--- config.mk ---
export PLATFORM = sky130hd
export DESIGN_NAME = ext_irq_edge_flag
export DESIGN_NICKNAME = d
export VERILOG_FILES = /design/src/core/ext_irq_pkg.sv /design/src/core/ext_irq_edge_flag.sv /design/src/core/edge_sense.sv
export SDC_FILE = /design/constraint.sdc
export NUM_CORES = 1
export LEC_CHECK = 0
export ABC_AREA = 0
export BUFFER_PORTS_ARGS = -buffer_cell sky130_fd_sc_hd__buf_2
export CAP_MARGIN = 20
export CELL_PAD_IN_SITES_DETAIL_PLACEMENT = 1
export CELL_PAD_IN_SITES_GLOBAL_PLACEMENT = 2
export CORE_MARGIN = 3
export CORE_UTILIZATION = 33
export DETAILED_ROUTE_END_ITERATION = 16
export PLACE_DENSITY = 0.86
export SLEW_MARGIN = 15
export SYNTH_ARGS = -nofsm -noshare
export SYNTH_HDL_FRONTEND = slang
export SYNTH_SLANG_ARGS = --single-unit
--- constraint.sdc ---
create_clock -name aclk -period 2.1 [get_ports aclk]
set_input_delay 0.105 -clock aclk [delete_from_list [all_inputs] [get_ports aclk]]
set_output_delay 0.105 -clock aclk [all_outputs]
set_load 0.005 [all_outputs]
--- src/core/ext_irq_pkg.sv ---
// constants for the external request edge and flag block
// assumes a 32-bit axi4-lite slave port with an 8-bit byte address
package ext_irq_pkg;
  // register byte offsets
  localparam logic [7:0] OFS_FSEL_A     = 8'h00;
  localparam logic [7:0] OFS_FSEL_B     = 8'h04;
  localparam logic [7:0] OFS_FSEL_C     = 8'h08;
  localparam logic [7:0] OFS_WAKE_FSEL  = 8'h0C;
  localparam logic [7:0] OFS_REQ_EDGE   = 8'h10;
  localparam logic [7:0] OFS_WAKE_EDGE  = 8'h14;
  localparam logic [7:0] OFS_EVENT_CFG  = 8'h18;
  localparam logic [7:0] OFS_REQ_FLAG   = 8'h1C;
  localparam logic [7:0] OFS_WAKE_FLAG  = 8'h20;
  localparam logic [7:0] OFS_IRQ_STATUS = 8'h24;
  localparam logic [7:0] OFS_IRQ_MASK   = 8'h28;

  // detector line positions in the 13-bit event vector
  localparam int LINES      = 13;
  localparam int BIT_LINE0  = 0;
  localparam int BIT_LINE1  = 1;
  localparam int BIT_EVENT  = 2;
  localparam int BIT_LINE3  = 3;
  localparam int BIT_LINE4  = 4;
  localparam int WAKE_LSB   = 5;

  // event_edge_config_reg field positions
  localparam int EV_MODE_LO = 0;
  localparam int EV_MODE_HI = 1;
  localparam int EV_SRC     = 2;

  // values after reset
  localparam logic [7:0]  RST_BYTE      = 8'h00;
  localparam logic [7:0]  RST_WAKE_EDGE = 8'h00;
  localparam logic [12:0] RST_LINES     = 13'h0000;
  localparam logic        PIN_IDLE      = 1'b1;

  // bus answers
  localparam logic [1:0] RESP_OKAY   = 2'h0;
  localparam logic [1:0] RESP_SLVERR = 2'h2;

  typedef enum {
    SEL_FSEL_A, SEL_FSEL_B, SEL_FSEL_C, SEL_WAKE_FSEL, SEL_REQ_EDGE, SEL_WAKE_EDGE,
    SEL_EVENT_CFG, SEL_REQ_FLAG, SEL_WAKE_FLAG, SEL_IRQ_STATUS, SEL_IRQ_MASK, SEL_NONE
  } reg_sel_e;
endpackage : ext_irq_pkg

--- src/core/ext_irq_edge_flag.sv ---
// request pin edge detection, request flags and stack word helpers
// assumes an axi4-lite master on aclk and asynchronous pins
// Operation
// - word accesses force address bit 0 to zero
// - condition codes pushed as a word, restored from the even byte
// - select 0 to 1 with pin low and falling sense sets flag
// - select 1 to 0 with pin low and rising sense sets flag
// - wake pins show the same false edges via their select and edge bits
// - event source switch with differing levels counts as an edge
// - flag clear right after a select write is ignored
// - byte write clears every flag written as 0, even new ones
// - flags clear only by writing 0; writing 1 leaves them
// - wake edge bit 0 falling, 1 rising, resets to 0
// - selected wake edge on an assigned pin sets its wake flag
`timescale 1ns/1ps
module ext_irq_edge_flag (
  input  wire logic        aclk,
  input  wire logic        aresetn,
  input  wire logic [7:0]  awaddr,
  input  wire logic        awvalid,
  output logic             awready,
  input  wire logic [31:0] wdata,
  input  wire logic [3:0]  wstrb,
  input  wire logic        wvalid,
  output logic             wready,
  output logic [1:0]       bresp,
  output logic             bvalid,
  input  wire logic        bready,
  input  wire logic [7:0]  araddr,
  input  wire logic        arvalid,
  output logic             arready,
  output logic [31:0]      rdata,
  output logic [1:0]       rresp,
  output logic             rvalid,
  input  wire logic        rready,
  input  wire logic        line0_pin_n,
  input  wire logic        line1_pin_n,
  input  wire logic        line3_pin_n,
  input  wire logic        line4_pin_n,
  input  wire logic        event_counter_input_pin,
  input  wire logic [7:0]  wake_input_pin_n,
  input  wire logic        internal_pwm_event_signal,
  input  wire logic        stack_word_access,
  input  wire logic [15:0] stack_addr,
  output logic [15:0]      stack_mem_addr,
  input  wire logic        exception_entry,
  input  wire logic [7:0]  condition_code_register,
  output logic [15:0]      ccr_push_word,
  input  wire logic        return_from_exception,
  input  wire logic [15:0] ccr_pop_word,
  output logic [7:0]       ccr_restored,
  output logic             irq
);
  logic [7:0]  pin_function_select_a;
  logic [7:0]  pin_function_select_b;
  logic [7:0]  pin_function_select_c;
  logic [7:0]  wake_pin_function_select;
  logic [7:0]  request_edge_select_reg;
  logic [7:0]  wake_edge_select_reg;
  logic [7:0]  event_edge_config_reg;
  logic [12:0] flags;
  logic [12:0] irq_status;
  logic [12:0] irq_mask;
  logic [12:0] pin_meta;
  logic [12:0] pin_sync;
  logic [12:0] fsel;
  logic [12:0] lvl;
  logic [12:0] rise_en;
  logic [12:0] fall_en;
  logic [12:0] hit;
  logic [12:0] flag_keep;
  logic        aw_hold;
  logic        w_hold;
  logic [7:0]  waddr_q;
  logic [31:0] wdata_q;
  logic [3:0]  wstrb_q;
  logic        do_write;
  logic        ar_fire;
  logic        just_switched;
  logic        flag_write;
  logic        sel_write;
  ext_irq_pkg::reg_sel_e wsel;
  ext_irq_pkg::reg_sel_e rsel;

  // address decode shared by the read and write paths
  function automatic ext_irq_pkg::reg_sel_e decode(input logic [7:0] a);
    unique case (a)
      ext_irq_pkg::OFS_FSEL_A:     decode = ext_irq_pkg::SEL_FSEL_A;
      ext_irq_pkg::OFS_FSEL_B:     decode = ext_irq_pkg::SEL_FSEL_B;
      ext_irq_pkg::OFS_FSEL_C:     decode = ext_irq_pkg::SEL_FSEL_C;
      ext_irq_pkg::OFS_WAKE_FSEL:  decode = ext_irq_pkg::SEL_WAKE_FSEL;
      ext_irq_pkg::OFS_REQ_EDGE:   decode = ext_irq_pkg::SEL_REQ_EDGE;
      ext_irq_pkg::OFS_WAKE_EDGE:  decode = ext_irq_pkg::SEL_WAKE_EDGE;
      ext_irq_pkg::OFS_EVENT_CFG:  decode = ext_irq_pkg::SEL_EVENT_CFG;
      ext_irq_pkg::OFS_REQ_FLAG:   decode = ext_irq_pkg::SEL_REQ_FLAG;
      ext_irq_pkg::OFS_WAKE_FLAG:  decode = ext_irq_pkg::SEL_WAKE_FLAG;
      ext_irq_pkg::OFS_IRQ_STATUS: decode = ext_irq_pkg::SEL_IRQ_STATUS;
      ext_irq_pkg::OFS_IRQ_MASK:   decode = ext_irq_pkg::SEL_IRQ_MASK;
      default:                     decode = ext_irq_pkg::SEL_NONE;
    endcase
  endfunction : decode

  // byte-lane merge of a write into an old value
  function automatic logic [15:0] merge(input logic [15:0] old, input logic [31:0] d, input logic [3:0] s);
    merge = {s[1] ? d[15:8] : old[15:8], s[0] ? d[7:0] : old[7:0]};
  endfunction : merge

  // write channel capture, address and data in either order
  assign awready  = !aw_hold && !bvalid;
  assign wready   = !w_hold && !bvalid;
  assign do_write = aw_hold && w_hold && !bvalid;
  assign wsel     = decode(waddr_q);

  always_ff @(posedge aclk)
  begin
    if (!aresetn)
    begin
      aw_hold <= 1'b0;
      w_hold  <= 1'b0;
      waddr_q <= 8'h00;
      wdata_q <= 32'h0000_0000;
      wstrb_q <= 4'h0;
    end
    else
    begin
      if (awvalid && awready)
      begin
        aw_hold <= 1'b1;
        waddr_q <= awaddr;
      end
      else if (do_write)
        aw_hold <= 1'b0;
      if (wvalid && wready)
      begin
        w_hold  <= 1'b1;
        wdata_q <= wdata;
        wstrb_q <= wstrb;
      end
      else if (do_write)
        w_hold <= 1'b0;
    end
  end

  // write response raised on the same edge that the write lands
  always_ff @(posedge aclk)
  begin
    if (!aresetn)
    begin
      bvalid <= 1'b0;
      bresp  <= ext_irq_pkg::RESP_OKAY;
    end
    else if (do_write)
    begin
      bvalid <= 1'b1;
      bresp  <= (wsel == ext_irq_pkg::SEL_NONE) ? ext_irq_pkg::RESP_SLVERR : ext_irq_pkg::RESP_OKAY;
    end
    else if (bready)
      bvalid <= 1'b0;
  end

  // configuration registers
  always_ff @(posedge aclk)
  begin
    if (!aresetn)
    begin
      pin_function_select_a    <= ext_irq_pkg::RST_BYTE;
      pin_function_select_b    <= ext_irq_pkg::RST_BYTE;
      pin_function_select_c    <= ext_irq_pkg::RST_BYTE;
      wake_pin_function_select <= ext_irq_pkg::RST_BYTE;
      request_edge_select_reg  <= ext_irq_pkg::RST_BYTE;
      wake_edge_select_reg     <= ext_irq_pkg::RST_WAKE_EDGE;
      event_edge_config_reg    <= ext_irq_pkg::RST_BYTE;
      irq_mask                 <= ext_irq_pkg::RST_LINES;
    end
    else if (do_write && wstrb_q[0])
    begin
      unique case (wsel)
        ext_irq_pkg::SEL_FSEL_A:    pin_function_select_a    <= wdata_q[7:0];
        ext_irq_pkg::SEL_FSEL_B:    pin_function_select_b    <= wdata_q[7:0];
        ext_irq_pkg::SEL_FSEL_C:    pin_function_select_c    <= wdata_q[7:0];
        ext_irq_pkg::SEL_WAKE_FSEL: wake_pin_function_select <= wdata_q[7:0];
        ext_irq_pkg::SEL_REQ_EDGE:  request_edge_select_reg  <= wdata_q[7:0];
        ext_irq_pkg::SEL_WAKE_EDGE: wake_edge_select_reg     <= wdata_q[7:0];
        ext_irq_pkg::SEL_EVENT_CFG: event_edge_config_reg    <= wdata_q[7:0];
        ext_irq_pkg::SEL_IRQ_MASK:  irq_mask <= 13'(merge({3'h0, irq_mask}, wdata_q, wstrb_q));
        default:                    irq_mask <= irq_mask;
      endcase
    end
  end

  // a select write arms the guard; the next bus transaction disarms it
  assign sel_write  = do_write && wstrb_q[0] && (wsel inside {ext_irq_pkg::SEL_FSEL_A, ext_irq_pkg::SEL_FSEL_B,
                      ext_irq_pkg::SEL_FSEL_C, ext_irq_pkg::SEL_WAKE_FSEL, ext_irq_pkg::SEL_EVENT_CFG});
  assign flag_write = do_write && wstrb_q[0] && !just_switched &&
                      (wsel == ext_irq_pkg::SEL_REQ_FLAG || wsel == ext_irq_pkg::SEL_WAKE_FLAG);

  always_ff @(posedge aclk)
  begin
    if (!aresetn)
      just_switched <= 1'b0;
    else if (sel_write)
      just_switched <= 1'b1;
    else if (do_write || ar_fire)
      just_switched <= 1'b0;
  end

  // two-flop synchronisers for all pins
  always_ff @(posedge aclk)
  begin
    if (!aresetn)
    begin
      pin_meta <= {13{ext_irq_pkg::PIN_IDLE}};
      pin_sync <= {13{ext_irq_pkg::PIN_IDLE}};
    end
    else
    begin
      pin_meta <= {wake_input_pin_n, line4_pin_n, line3_pin_n, event_counter_input_pin, line1_pin_n, line0_pin_n};
      pin_sync <= pin_meta;
    end
  end

  // function selects and edge enables per detector line
  assign fsel = {wake_pin_function_select, pin_function_select_a[4], pin_function_select_a[3], 1'b1,
                 pin_function_select_c[1], pin_function_select_b[0]};

  always_comb
  begin
    for (int i = 0; i < ext_irq_pkg::LINES; i++)
      lvl[i] = fsel[i] ? pin_sync[i] : ext_irq_pkg::PIN_IDLE;
    // request lines use the request edge bits, wake lines their own bits
    for (int i = 0; i < ext_irq_pkg::WAKE_LSB; i++)
      rise_en[i] = request_edge_select_reg[i];
    for (int i = ext_irq_pkg::WAKE_LSB; i < ext_irq_pkg::LINES; i++)
      rise_en[i] = wake_edge_select_reg[i - ext_irq_pkg::WAKE_LSB];
    fall_en = ~rise_en;
    // event line: source mux, switching counts as an edge
    lvl[ext_irq_pkg::BIT_EVENT]     = event_edge_config_reg[ext_irq_pkg::EV_SRC] ? internal_pwm_event_signal
                                                                                   : pin_sync[ext_irq_pkg::BIT_EVENT];
    rise_en[ext_irq_pkg::BIT_EVENT] = event_edge_config_reg[ext_irq_pkg::EV_MODE_HI] ||
                                      event_edge_config_reg[ext_irq_pkg::EV_MODE_LO];
    fall_en[ext_irq_pkg::BIT_EVENT] = event_edge_config_reg[ext_irq_pkg::EV_MODE_HI] ||
                                      !event_edge_config_reg[ext_irq_pkg::EV_MODE_LO];
  end

  genvar g;
  generate
    for (g = 0; g < ext_irq_pkg::LINES; g++)
    begin : g_det
      edge_sense u_det (
        .aclk    (aclk),
        .aresetn (aresetn),
        .level   (lvl[g]),
        .rise_en (rise_en[g]),
        .fall_en (fall_en[g]),
        .hit     (hit[g])
      );
    end
  endgenerate

  // bits a flag write keeps: written 1 keeps, written 0 clears
  always_comb
  begin
    flag_keep = {13{1'b1}};
    if (flag_write && wsel == ext_irq_pkg::SEL_REQ_FLAG)
      flag_keep[4:0] = wdata_q[4:0];
    if (flag_write && wsel == ext_irq_pkg::SEL_WAKE_FLAG)
      flag_keep[12:5] = wdata_q[7:0];
  end

  // request and wake flags, a new edge wins over a clear
  always_ff @(posedge aclk)
  begin
    if (!aresetn)
      flags <= ext_irq_pkg::RST_LINES;
    else
      flags <= (flags & flag_keep) | hit;
  end

  // sticky status cleared by reading it, set wins
  always_ff @(posedge aclk)
  begin
    if (!aresetn)
      irq_status <= ext_irq_pkg::RST_LINES;
    else if (ar_fire && rsel == ext_irq_pkg::SEL_IRQ_STATUS)
      irq_status <= hit;
    else
      irq_status <= irq_status | hit;
  end

  assign irq = |(irq_status & irq_mask);

  // read channel, one cycle to rvalid
  assign arready = !rvalid;
  assign ar_fire = arvalid && arready;
  assign rsel    = decode(araddr);

  always_ff @(posedge aclk)
  begin
    if (!aresetn)
    begin
      rvalid <= 1'b0;
      rdata  <= 32'h0000_0000;
      rresp  <= ext_irq_pkg::RESP_OKAY;
    end
    else if (ar_fire)
    begin
      rvalid <= 1'b1;
      rresp  <= (rsel == ext_irq_pkg::SEL_NONE) ? ext_irq_pkg::RESP_SLVERR : ext_irq_pkg::RESP_OKAY;
      unique case (rsel)
        ext_irq_pkg::SEL_FSEL_A:     rdata <= {24'h000000, pin_function_select_a};
        ext_irq_pkg::SEL_FSEL_B:     rdata <= {24'h000000, pin_function_select_b};
        ext_irq_pkg::SEL_FSEL_C:     rdata <= {24'h000000, pin_function_select_c};
        ext_irq_pkg::SEL_WAKE_FSEL:  rdata <= {24'h000000, wake_pin_function_select};
        ext_irq_pkg::SEL_REQ_EDGE:   rdata <= {24'h000000, request_edge_select_reg};
        ext_irq_pkg::SEL_WAKE_EDGE:  rdata <= {24'h000000, wake_edge_select_reg};
        ext_irq_pkg::SEL_EVENT_CFG:  rdata <= {24'h000000, event_edge_config_reg};
        ext_irq_pkg::SEL_REQ_FLAG:   rdata <= {27'h0000000, flags[4:0]};
        ext_irq_pkg::SEL_WAKE_FLAG:  rdata <= {24'h000000, flags[12:5]};
        ext_irq_pkg::SEL_IRQ_STATUS: rdata <= {19'h00000, irq_status};
        ext_irq_pkg::SEL_IRQ_MASK:   rdata <= {19'h00000, irq_mask};
        ext_irq_pkg::SEL_NONE:       rdata <= 32'h0000_0000;
      endcase
    end
    else if (rready)
      rvalid <= 1'b0;
  end

  // stack word address and condition code save and restore
  always_ff @(posedge aclk)
  begin
    if (!aresetn)
    begin
      stack_mem_addr <= 16'h0000;
      ccr_push_word  <= 16'h0000;
      ccr_restored   <= 8'h00;
    end
    else
    begin
      stack_mem_addr <= stack_word_access ? {stack_addr[15:1], 1'b0} : stack_addr;
      if (exception_entry)
        ccr_push_word <= {condition_code_register, condition_code_register};
      if (return_from_exception)
        ccr_restored <= ccr_pop_word[15:8]; // even byte sits high
    end
  end
endmodule : ext_irq_edge_flag

--- src/core/edge_sense.sv ---
// one edge detector on an already synchronised level
// assumes level is clean in the aclk domain
`timescale 1ns/1ps
module edge_sense (
  input  wire logic aclk,
  input  wire logic aresetn,
  input  wire logic level,
  input  wire logic rise_en,
  input  wire logic fall_en,
  output logic      hit
);
  logic prev;

  // previous level, idle high like an unused pin
  always_ff @(posedge aclk)
  begin
    if (!aresetn)
      prev <= ext_irq_pkg::PIN_IDLE;
    else
      prev <= level;
  end

  // selected transition seen this cycle
  assign hit = (rise_en & level & ~prev) | (fall_en & ~level & prev);
endmodule : edge_sense

# Yosys cells after proc, flatten, opt, wreduce, memory -nomap -nowiden
# Cells that the tools add are included.
[word_totals]
reg_bits = 238
wordCells = 256
inputBits = 116
out_inout_bits = 82
[op_classes]
reduce_logical = 45
bitwise_logic = 97
n_mux = 30
eq_ne = 43
[ops]
columns = ["cell", "count"]
rows = [
  ["32-bit case mux with 12 select lines", 1],
  ["32-bit by 3-bit equality test with 1-bit output, second input constant", 7],
  ["32-bit by 4-bit equality test with 1-bit output, second input constant", 6],
  ["32-bit by 2-bit equality test with 1-bit output, second input constant", 4],
  ["32-bit by 5-bit equality test with 1-bit output, second input constant", 4],
  ["4-bit case mux with 11 select lines", 2],
  ["32-bit by 1-bit equality test with 1-bit output, second input constant", 2],
  ["8-bit by 5-bit equality test with 1-bit output, second input constant", 8],
  ["32-bit logical NOT", 2],
  ["1-bit AND", 52],
  ["8-bit by 6-bit equality test with 1-bit output, second input constant", 6],
  ["8-bit by 4-bit equality test with 1-bit output, second input constant", 4],
  ["1-bit NOT", 27],
  ["13-bit AND", 2],
  ["13-bit bitwise OR", 2],
  ["1-bit 2-to-1 mux", 22],
  ["8-bit by 3-bit equality test with 1-bit output, second input constant", 2],
  ["8-bit logical NOT", 2],
  ["1-bit logical AND", 14],
  ["2-bit AND reduction", 7],
  ["13-bit 2-to-1 mux", 1],
  ["13-bit NOT", 1],
  ["1-bit bitwise OR", 13],
  ["13-bit OR reduction", 1],
  ["other kinds (9)", 23],
]

# Longest topological paths before layout
[depth]
depth_word = 9
depth_mapped = 8

# Hierarchy
# Synthesis repeated with hierarchy kept, for this count alone.
[unflattened]
cells_unflattened = 968
area_unflattened_um2 = 8800.9
[by_module_without_submodules]
columns = ["module", "instances", "area_per_inst_um2", "cells_per_inst"]
rows = [
  ["ext_irq_edge_flag", 1, 8280.4, 903],
  ["edge_sense", 13, 40.0, 5],
]

# Worst setup path before layout
# OpenSTA, ideal clock, no wires.
[synth_timing]
path_kind = "register to register"
start = "register waddr_q[5]"
end = "register flags[5]"
setup_slack_ns = 0.269
arrival_time_ns = 1.708
path_buffers = 2
required_ns = 1.977
path_stages_with_launch = 7
setup_ns = 0.123
cell_sequence = "dfxtp_1 > buf_6 > a221o_4 > or4b_4 > buf_6 > o21ai_2 > a21boi_1"
[synth_via]
elab_chain_cells = 9
[synth_rtl]
columns = ["element", "line_no", "text"]
rows = [
  ["start: declaration", "ext_irq_edge_flag.sv:74", "logic [7:0] waddr_q;"],
  ["start signal: assignment", "ext_irq_edge_flag.sv:129", "waddr_q <= awaddr;"],
  ["8-bit by 6-bit equality test with 1-bit output (tied with other cells)", "ext_irq_edge_flag.sv:87", "unique case (a)"],
  ["4-bit case mux with 11 select lines *", "ext_irq_edge_flag.sv:87", ""],
  ["32-bit by 4-bit equality test with 1-bit output / 32-bit by 5-bit equality test with 1-bit output (equally long branches)", "ext_irq_edge_flag.sv:195, ext_irq_edge_flag.sv:266", ""],
  ["1-bit logical OR", "ext_irq_edge_flag.sv:195", "(wsel == ext_irq_pkg::SEL_REQ_FLAG || wsel == ext_irq_pkg::SEL_WAKE_FLAG);"],
  ["1-bit logical AND", "ext_irq_edge_flag.sv:194", "assign flag_write = do_write && wstrb_q[0] && !just_switched &&"],
  ["1-bit logical AND *", "ext_irq_edge_flag.sv:266", "if (flag_write && wsel == ext_irq_pkg::SEL_WAKE_FLAG)"],
  ["8-bit 2-to-1 mux *", "ext_irq_edge_flag.sv:266", ""],
  ["13-bit AND *", "ext_irq_edge_flag.sv:276", "flags <= (flags & flag_keep) | hit;"],
  ["13-bit bitwise OR *", "ext_irq_edge_flag.sv:276", ""],
  ["end signal: assignment", "ext_irq_edge_flag.sv:274", "flags <= ext_irq_pkg::RST_LINES;"],
  ["end signal: assignment", "ext_irq_edge_flag.sv:276", ""],
  ["end: declaration", "ext_irq_edge_flag.sv:61", "logic [12:0] flags;"],
]
# Every way passes the cells marked *; elsewhere a longest branch is shown, timed or not.
# A chain may end at the register's enable or synchronous reset.

# Final worst setup path
[layout_timing]
start = "register waddr_q[0]"
end = "register pin_function_select_b[2]"
[layout_via]
elab_chain_cells = 4
[layout_rtl]
columns = ["element", "line_no", "text"]
rows = [
  ["8-bit by 6-bit equality test with 1-bit output (tied with other cells)", "ext_irq_edge_flag.sv:87", ""],
  ["4-bit case mux with 11 select lines *", "ext_irq_edge_flag.sv:87", ""],
  ["32-bit by 1-bit equality test with 1-bit output *", "ext_irq_edge_flag.sv:177", "unique case (wsel)"],
  ["2-bit AND reduction (no line) *", "n/a", ""],
  ["end signal: assignment", "ext_irq_edge_flag.sv:167", "pin_function_select_b <= ext_irq_pkg::RST_BYTE;"],
  ["end signal: assignment", "ext_irq_edge_flag.sv:179", "ext_irq_pkg::SEL_FSEL_B: pin_function_select_b <= wdata_q[7:0];"],
  ["end: declaration", "ext_irq_edge_flag.sv:55", "logic [7:0] pin_function_select_b;"],
]
# Marks and branches as above.

==> impl_results.html <==
<table>
<tr><th>Metric</th><th>Value</th></tr>
<tr><th colspan="2">Status</th></tr>
<tr><td>Status</td><td>complete, no violations</td></tr>
<tr><th colspan="2">Timing</th></tr>
<tr><td>Unrepaired setup endpoints after global routing</td><td>false</td></tr>
<tr><td>Rel. slew slack</td><td>0.624</td></tr>
<tr><td>Minimum setup slack in the final design</td><td>about 150 ps</td></tr>
<tr><td>Measured slew at the worst slew-check pin</td><td>564 ps</td></tr>
<tr><td>Setup TNS after final layout</td><td>0 ps</td></tr>
<tr><td>Max Slew Vio Count</td><td>0</td></tr>
<tr><td>Worst Hold Margin</td><td>37.6 ps</td></tr>
<tr><td>Maximum operating frequency</td><td>514 MHz</td></tr>
<tr><td>Worst clock skew</td><td>11.2 ps</td></tr>
<tr><td>Final worst-path cycle share</td><td>0.926</td></tr>
<tr><td>Final Hold Violating Endpoints</td><td>0</td></tr>
<tr><td>Final number of setup-violating endpoints</td><td>0</td></tr>
<tr><td>Fin crit period</td><td>1950 ps</td></tr>
<tr><th colspan="2">Die</th></tr>
<tr><td>Floorplan die width</td><td>169 um</td></tr>
<tr><td>Std-Cell Rows</td><td>~60</td></tr>
<tr><td>Floorplan die area</td><td>approximately 0.029 mm^2</td></tr>
<tr><td>Number of top-level pins</td><td>a little under 200</td></tr>
<tr><td>Starting density of the core</td><td>0.336</td></tr>
<tr><td>Std-Cell Core Area</td><td>0.0261 mm^2</td></tr>
<tr><td>Die outline height</td><td>approximately 170 um</td></tr>
<tr><th colspan="2">Detailed routing</th></tr>
<tr><td>Drt first-iter violations</td><td>307</td></tr>
<tr><td>Number of vias per cell after detailed routing</td><td>4.92</td></tr>
<tr><td>Routed wire per std cell</td><td>about 18 um</td></tr>
<tr><td>Via count</td><td>between 7000 and 8000</td></tr>
<tr><td>Number of antenna-violating nets in the routed design</td><td>0</td></tr>
<tr><td>Wirelength, routed</td><td>roughly 27000 um</td></tr>
<tr><td>DRC violation count after routing</td><td>0</td></tr>
<tr><td>Router iterations before antenna repair</td><td>4</td></tr>
<tr><th colspan="2">Place</th></tr>
<tr><td>Cell area reported after detailed placement</td><td>~0.0099 mm^2</td></tr>
<tr><td>Worst slack at placement</td><td>79.7 ps</td></tr>
<tr><td>Global placement routability congestion</td><td>0.844</td></tr>
<tr><td>HPWL Detailed</td><td>~19000 um</td></tr>
<tr><td>Number of I/O port buffers</td><td>roughly 150</td></tr>
<tr><th colspan="2">Yosys</th></tr>
<tr><td>Top cell types by occurrence after synthesis</td><td>209 x sky130_fd_sc_hd__dfxtp_1, 162 x sky130_fd_sc_hd__nand2_1, 85 x sky130_fd_sc_hd__mux2i_1</td></tr>
<tr><td>Area fraction of the dominant cell type after synthesis</td><td>0.476</td></tr>
<tr><td>Main flop type after synthesis</td><td>sky130_fd_sc_hd__dfxtp_1</td></tr>
<tr><td>Synth Warn #</td><td>0</td></tr>
<tr><td>Proportion of synthesized flip-flops having asynchronous set or reset</td><td>0</td></tr>
<tr><td>Cells taking the most area after synthesis</td><td>sky130_fd_sc_hd__dfxtp_1 48%, sky130_fd_sc_hd__mux2i_1 9.7%, sky130_fd_sc_hd__nand2_1 6.9%</td></tr>
<tr><td>Yosys cell types</td><td>62</td></tr>
<tr><td>Count of flip-flops with a built-in enable after synthesis</td><td>0</td></tr>
<tr><td>Average instance area after synthesis</td><td>9.49 um^2</td></tr>
<tr><td>Sequential-to-total area share from yosys stat</td><td>0.476</td></tr>
<tr><td>Post-synthesis instance area</td><td>0.00879 mm^2</td></tr>
<tr><td>Gate Count Post-Synth</td><td>926</td></tr>
<tr><td>Total of flip-flops plus latches after synthesis</td><td>209</td></tr>
<tr><td>Dominant cell by count in the synthesized netlist</td><td>sky130_fd_sc_hd__dfxtp_1</td></tr>
<tr><td>Largest area contributor in the synthesized netlist</td><td>sky130_fd_sc_hd__dfxtp_1</td></tr>
<tr><th colspan="2">Hold path</th></tr>
<tr><td>Hold Path Class</td><td>input pin to flop</td></tr>
<tr><th colspan="2">Power</th></tr>
<tr><td>Ratio of total power to cell area</td><td>~810 mW/mm^2</td></tr>
<tr><td>Static power due to leakage</td><td>4.61 nW</td></tr>
<tr><td>VDD IR-drop max</td><td>496 uV</td></tr>
<tr><th colspan="2">Clock tree</th></tr>
<tr><td>Setup bufs post-CTS</td><td>0</td></tr>
<tr><td>Clock slew at the register clock pins of the worst setup and hold paths</td><td>60 ps</td></tr>
<tr><td>Clk root buf</td><td>sky130_fd_sc_hd__clkbuf_16</td></tr>
<tr><td>Worst skew pair latency</td><td>520 ps</td></tr>
<tr><td>Clock sinks</td><td>~210</td></tr>
<tr><td>Bufs on Longest Clock Path</td><td>3</td></tr>
<tr><td>Cts bufs inserted</td><td>24</td></tr>
<tr><td>Total number of H-tree levels</td><td>1</td></tr>
<tr><td>Clock tree from TritonCTS</td><td>built</td></tr>
<tr><th colspan="2">Job</th></tr>
<tr><td>Reported max-cap violation count</td><td>0</td></tr>
<tr><th colspan="2">Critical path</th></tr>
<tr><td>Critical path type</td><td>flop to flop</td></tr>
<tr><td>Type of destination of the critical path</td><td>flop</td></tr>
<tr><td>Sort of element at the start of the critical path</td><td>flop</td></tr>
<tr><td>Required time of the critical path</td><td>2530 ps</td></tr>
<tr><td>Arrival time reported for the critical path endpoint</td><td>between 2000 and 2500 ps</td></tr>
<tr><td>Crit Path Max Fanout</td><td>8</td></tr>
<tr><th colspan="2">GRT</th></tr>
<tr><td>Initial antenna violation count</td><td>0</td></tr>
<tr><td>Number of global-route vias before repair</td><td>around 7700</td></tr>
<tr><td>Global-route wire length before repair</td><td>41700 um</td></tr>
<tr><td>Largest net degree at the start of global routing</td><td>48</td></tr>
<tr><td>Global-route usage over all layers</td><td>0.182</td></tr>
<tr><td>Gr ovfl total</td><td>0</td></tr>
<tr><th colspan="2">Cells and area</th></tr>
<tr><td>Cell area after layout</td><td>0.0115 mm^2</td></tr>
<tr><td>Net count reported at finish</td><td>1265</td></tr>
<tr><td>Layout cell share with drive strength beyond 1</td><td>0.222</td></tr>
<tr><td>Register with the highest flop count</td><td>stack_mem_addr</td></tr>
<tr><td>Flip-flop count of the largest register, all copies and words added</td><td>16</td></tr>
<tr><td>Antenna cell count</td><td>0</td></tr>
<tr><td>Area Growth Syn to Fin</td><td>30.4%</td></tr>
</table>
## final timing paths
path / start / endpoint / slack, ps / cells past startpoint
worst max-delay path: waddr_q[0] / pin_function_select_b[2] / 150 / 6
worst min-delay path: exception_entry / ccr_push_word[11] / 40 / 3
worst max register to register: waddr_q[0] / pin_function_select_b[2] / 150 / 6
worst min register to register: pin_meta[11] / pin_sync[11] / 400 / 1
## critical path: stages (launching register included)
cell and delay (ps):
sky130_fd_sc_hd__dfxtp_1 340, sky130_fd_sc_hd__nor4_4 330, sky130_fd_sc_hd__nand3_1 160, sky130_fd_sc_hd__or3_1 320
sky130_fd_sc_hd__buf_4 210, sky130_fd_sc_hd__nor2_8 280, sky130_fd_sc_hd__mux2i_1 230
## per-layer routing
| metal | part of all wire | wire, um | vias to the layer above | GRT usage |
|---|---|---|---|---|
| met2 | 0.48 | 12600 | 196 | 0.315 |
| li1 | - | - | 3593 | - |
| met3 | 0.046 | 1220 | 44 | 0.0284 |
| met4 | 0.030 | 801 | 0 | 0.0594 |
| met1 | 0.45 | 11800 | 3550 | 0.234 |
| met5 | 0 | 0 | - | 0 |
## per-stage QoR
stage          instances   util  total power [W]
2_1_floorplan        946      -          0.00460
3_3_place_gp        1384  0.378          0.00483
3_5_place_dp        1384  0.378          0.00485
4_1_cts             1502  0.438          0.00936
5_1_grt             1502  0.438          0.00962
6_report            1502  0.438          0.00924
## repair_timing
action | CTS | global route
hold endpoints to repair | 87 | 0
hold buffers | 74 | 0
setup endpoints to repair | 0 | 9
gates resized for setup | 0 | 1
## power breakdown
| group | leakage, nW | switching (W) | internal (W) |
|---|---|---|---|
| sequential | 1.70 | 0.0000684 | 0.00407 |
| clock | 0.412 | 0.00166 | 0.00270 |
| combinational | 2.50 | 0.000380 | 0.000358 |
| total | 4.61 | 0.00211 | 0.00713 |
## cell usage in the layout, fill, tap and decap left out, types with 5 or more instances in the layout
master / netlist / layout
sky130_fd_sc_hd__nor3_1: 13 / 13
sky130_fd_sc_hd__nand3_1: 20 / 20
sky130_fd_sc_hd__clkbuf_8: 0 / 8
sky130_fd_sc_hd__nand4_1: 6 / 6
sky130_fd_sc_hd__mux2i_1: 85 / 85
sky130_fd_sc_hd__a31oi_1: 8 / 8
sky130_fd_sc_hd__o21ai_1: 10 / 10
sky130_fd_sc_hd__nand2_1: 162 / 162
sky130_fd_sc_hd__a21boi_1: 22 / 22
sky130_fd_sc_hd__a21oi_1: 24 / 24
sky130_fd_sc_hd__nor3b_1: 7 / 7
sky130_fd_sc_hd__buf_2: 7 / 146
sky130_fd_sc_hd__dfxtp_1: 209 / 209
sky130_fd_sc_hd__o21ai_2: 8 / 8
sky130_fd_sc_hd__nor2_1: 23 / 23
sky130_fd_sc_hd__inv_1: 6 / 6
sky130_fd_sc_hd__nor2_8: 7 / 7
sky130_fd_sc_hd__o21ai_0: 17 / 17
sky130_fd_sc_hd__and2_1: 19 / 19
sky130_fd_sc_hd__dlygate4sd3_1: 0 / 74
sky130_fd_sc_hd__conb_1: 1 / 21
sky130_fd_sc_hd__a21boi_0: 30 / 30
sky130_fd_sc_hd__or3_1: 6 / 6
sky130_fd_sc_hd__nor2b_1: 51 / 51
sky130_fd_sc_hd__buf_4: 30 / 35
sky130_fd_sc_hd__nand2b_1: 30 / 30
sky130_fd_sc_hd__a22oi_1: 13 / 13
sky130_fd_sc_hd__nand3b_1: 6 / 6
sky130_fd_sc_hd__clkbuf_16: 0 / 25
sky130_fd_sc_hd__clkbuf_1: 37 / 5
sky130_fd_sc_hd__mux2_2: 14 / 14
## logic make-up (layout without fill, tap and decap cells)
group | after synthesis | count (layout) | synth area share
buffers and inverters | 86 | 307 | 0.0522
other | 1 | 21 | 0.000427
flip-flops | 209 | 209 | 0.476
AND/OR/NAND/NOR | 365 | 365 | 0.221
multiplexers | 101 | 101 | 0.120
XOR/XNOR | 2 | 2 | 0.00199
AO/OA/AOI/OAI | 162 | 162 | 0.128
## cell type report
type	instances	area [um^2]
flip-flops and latches	209	4180
inverters	6	22.5
well taps	335	419
multi-input cells	651	4230
fillers	3018	14700
repair buffers	257	1770
clock buffers	38	754
clock inverters	6	82.6
No activity file was read; power rests on OpenSTA's default activity.
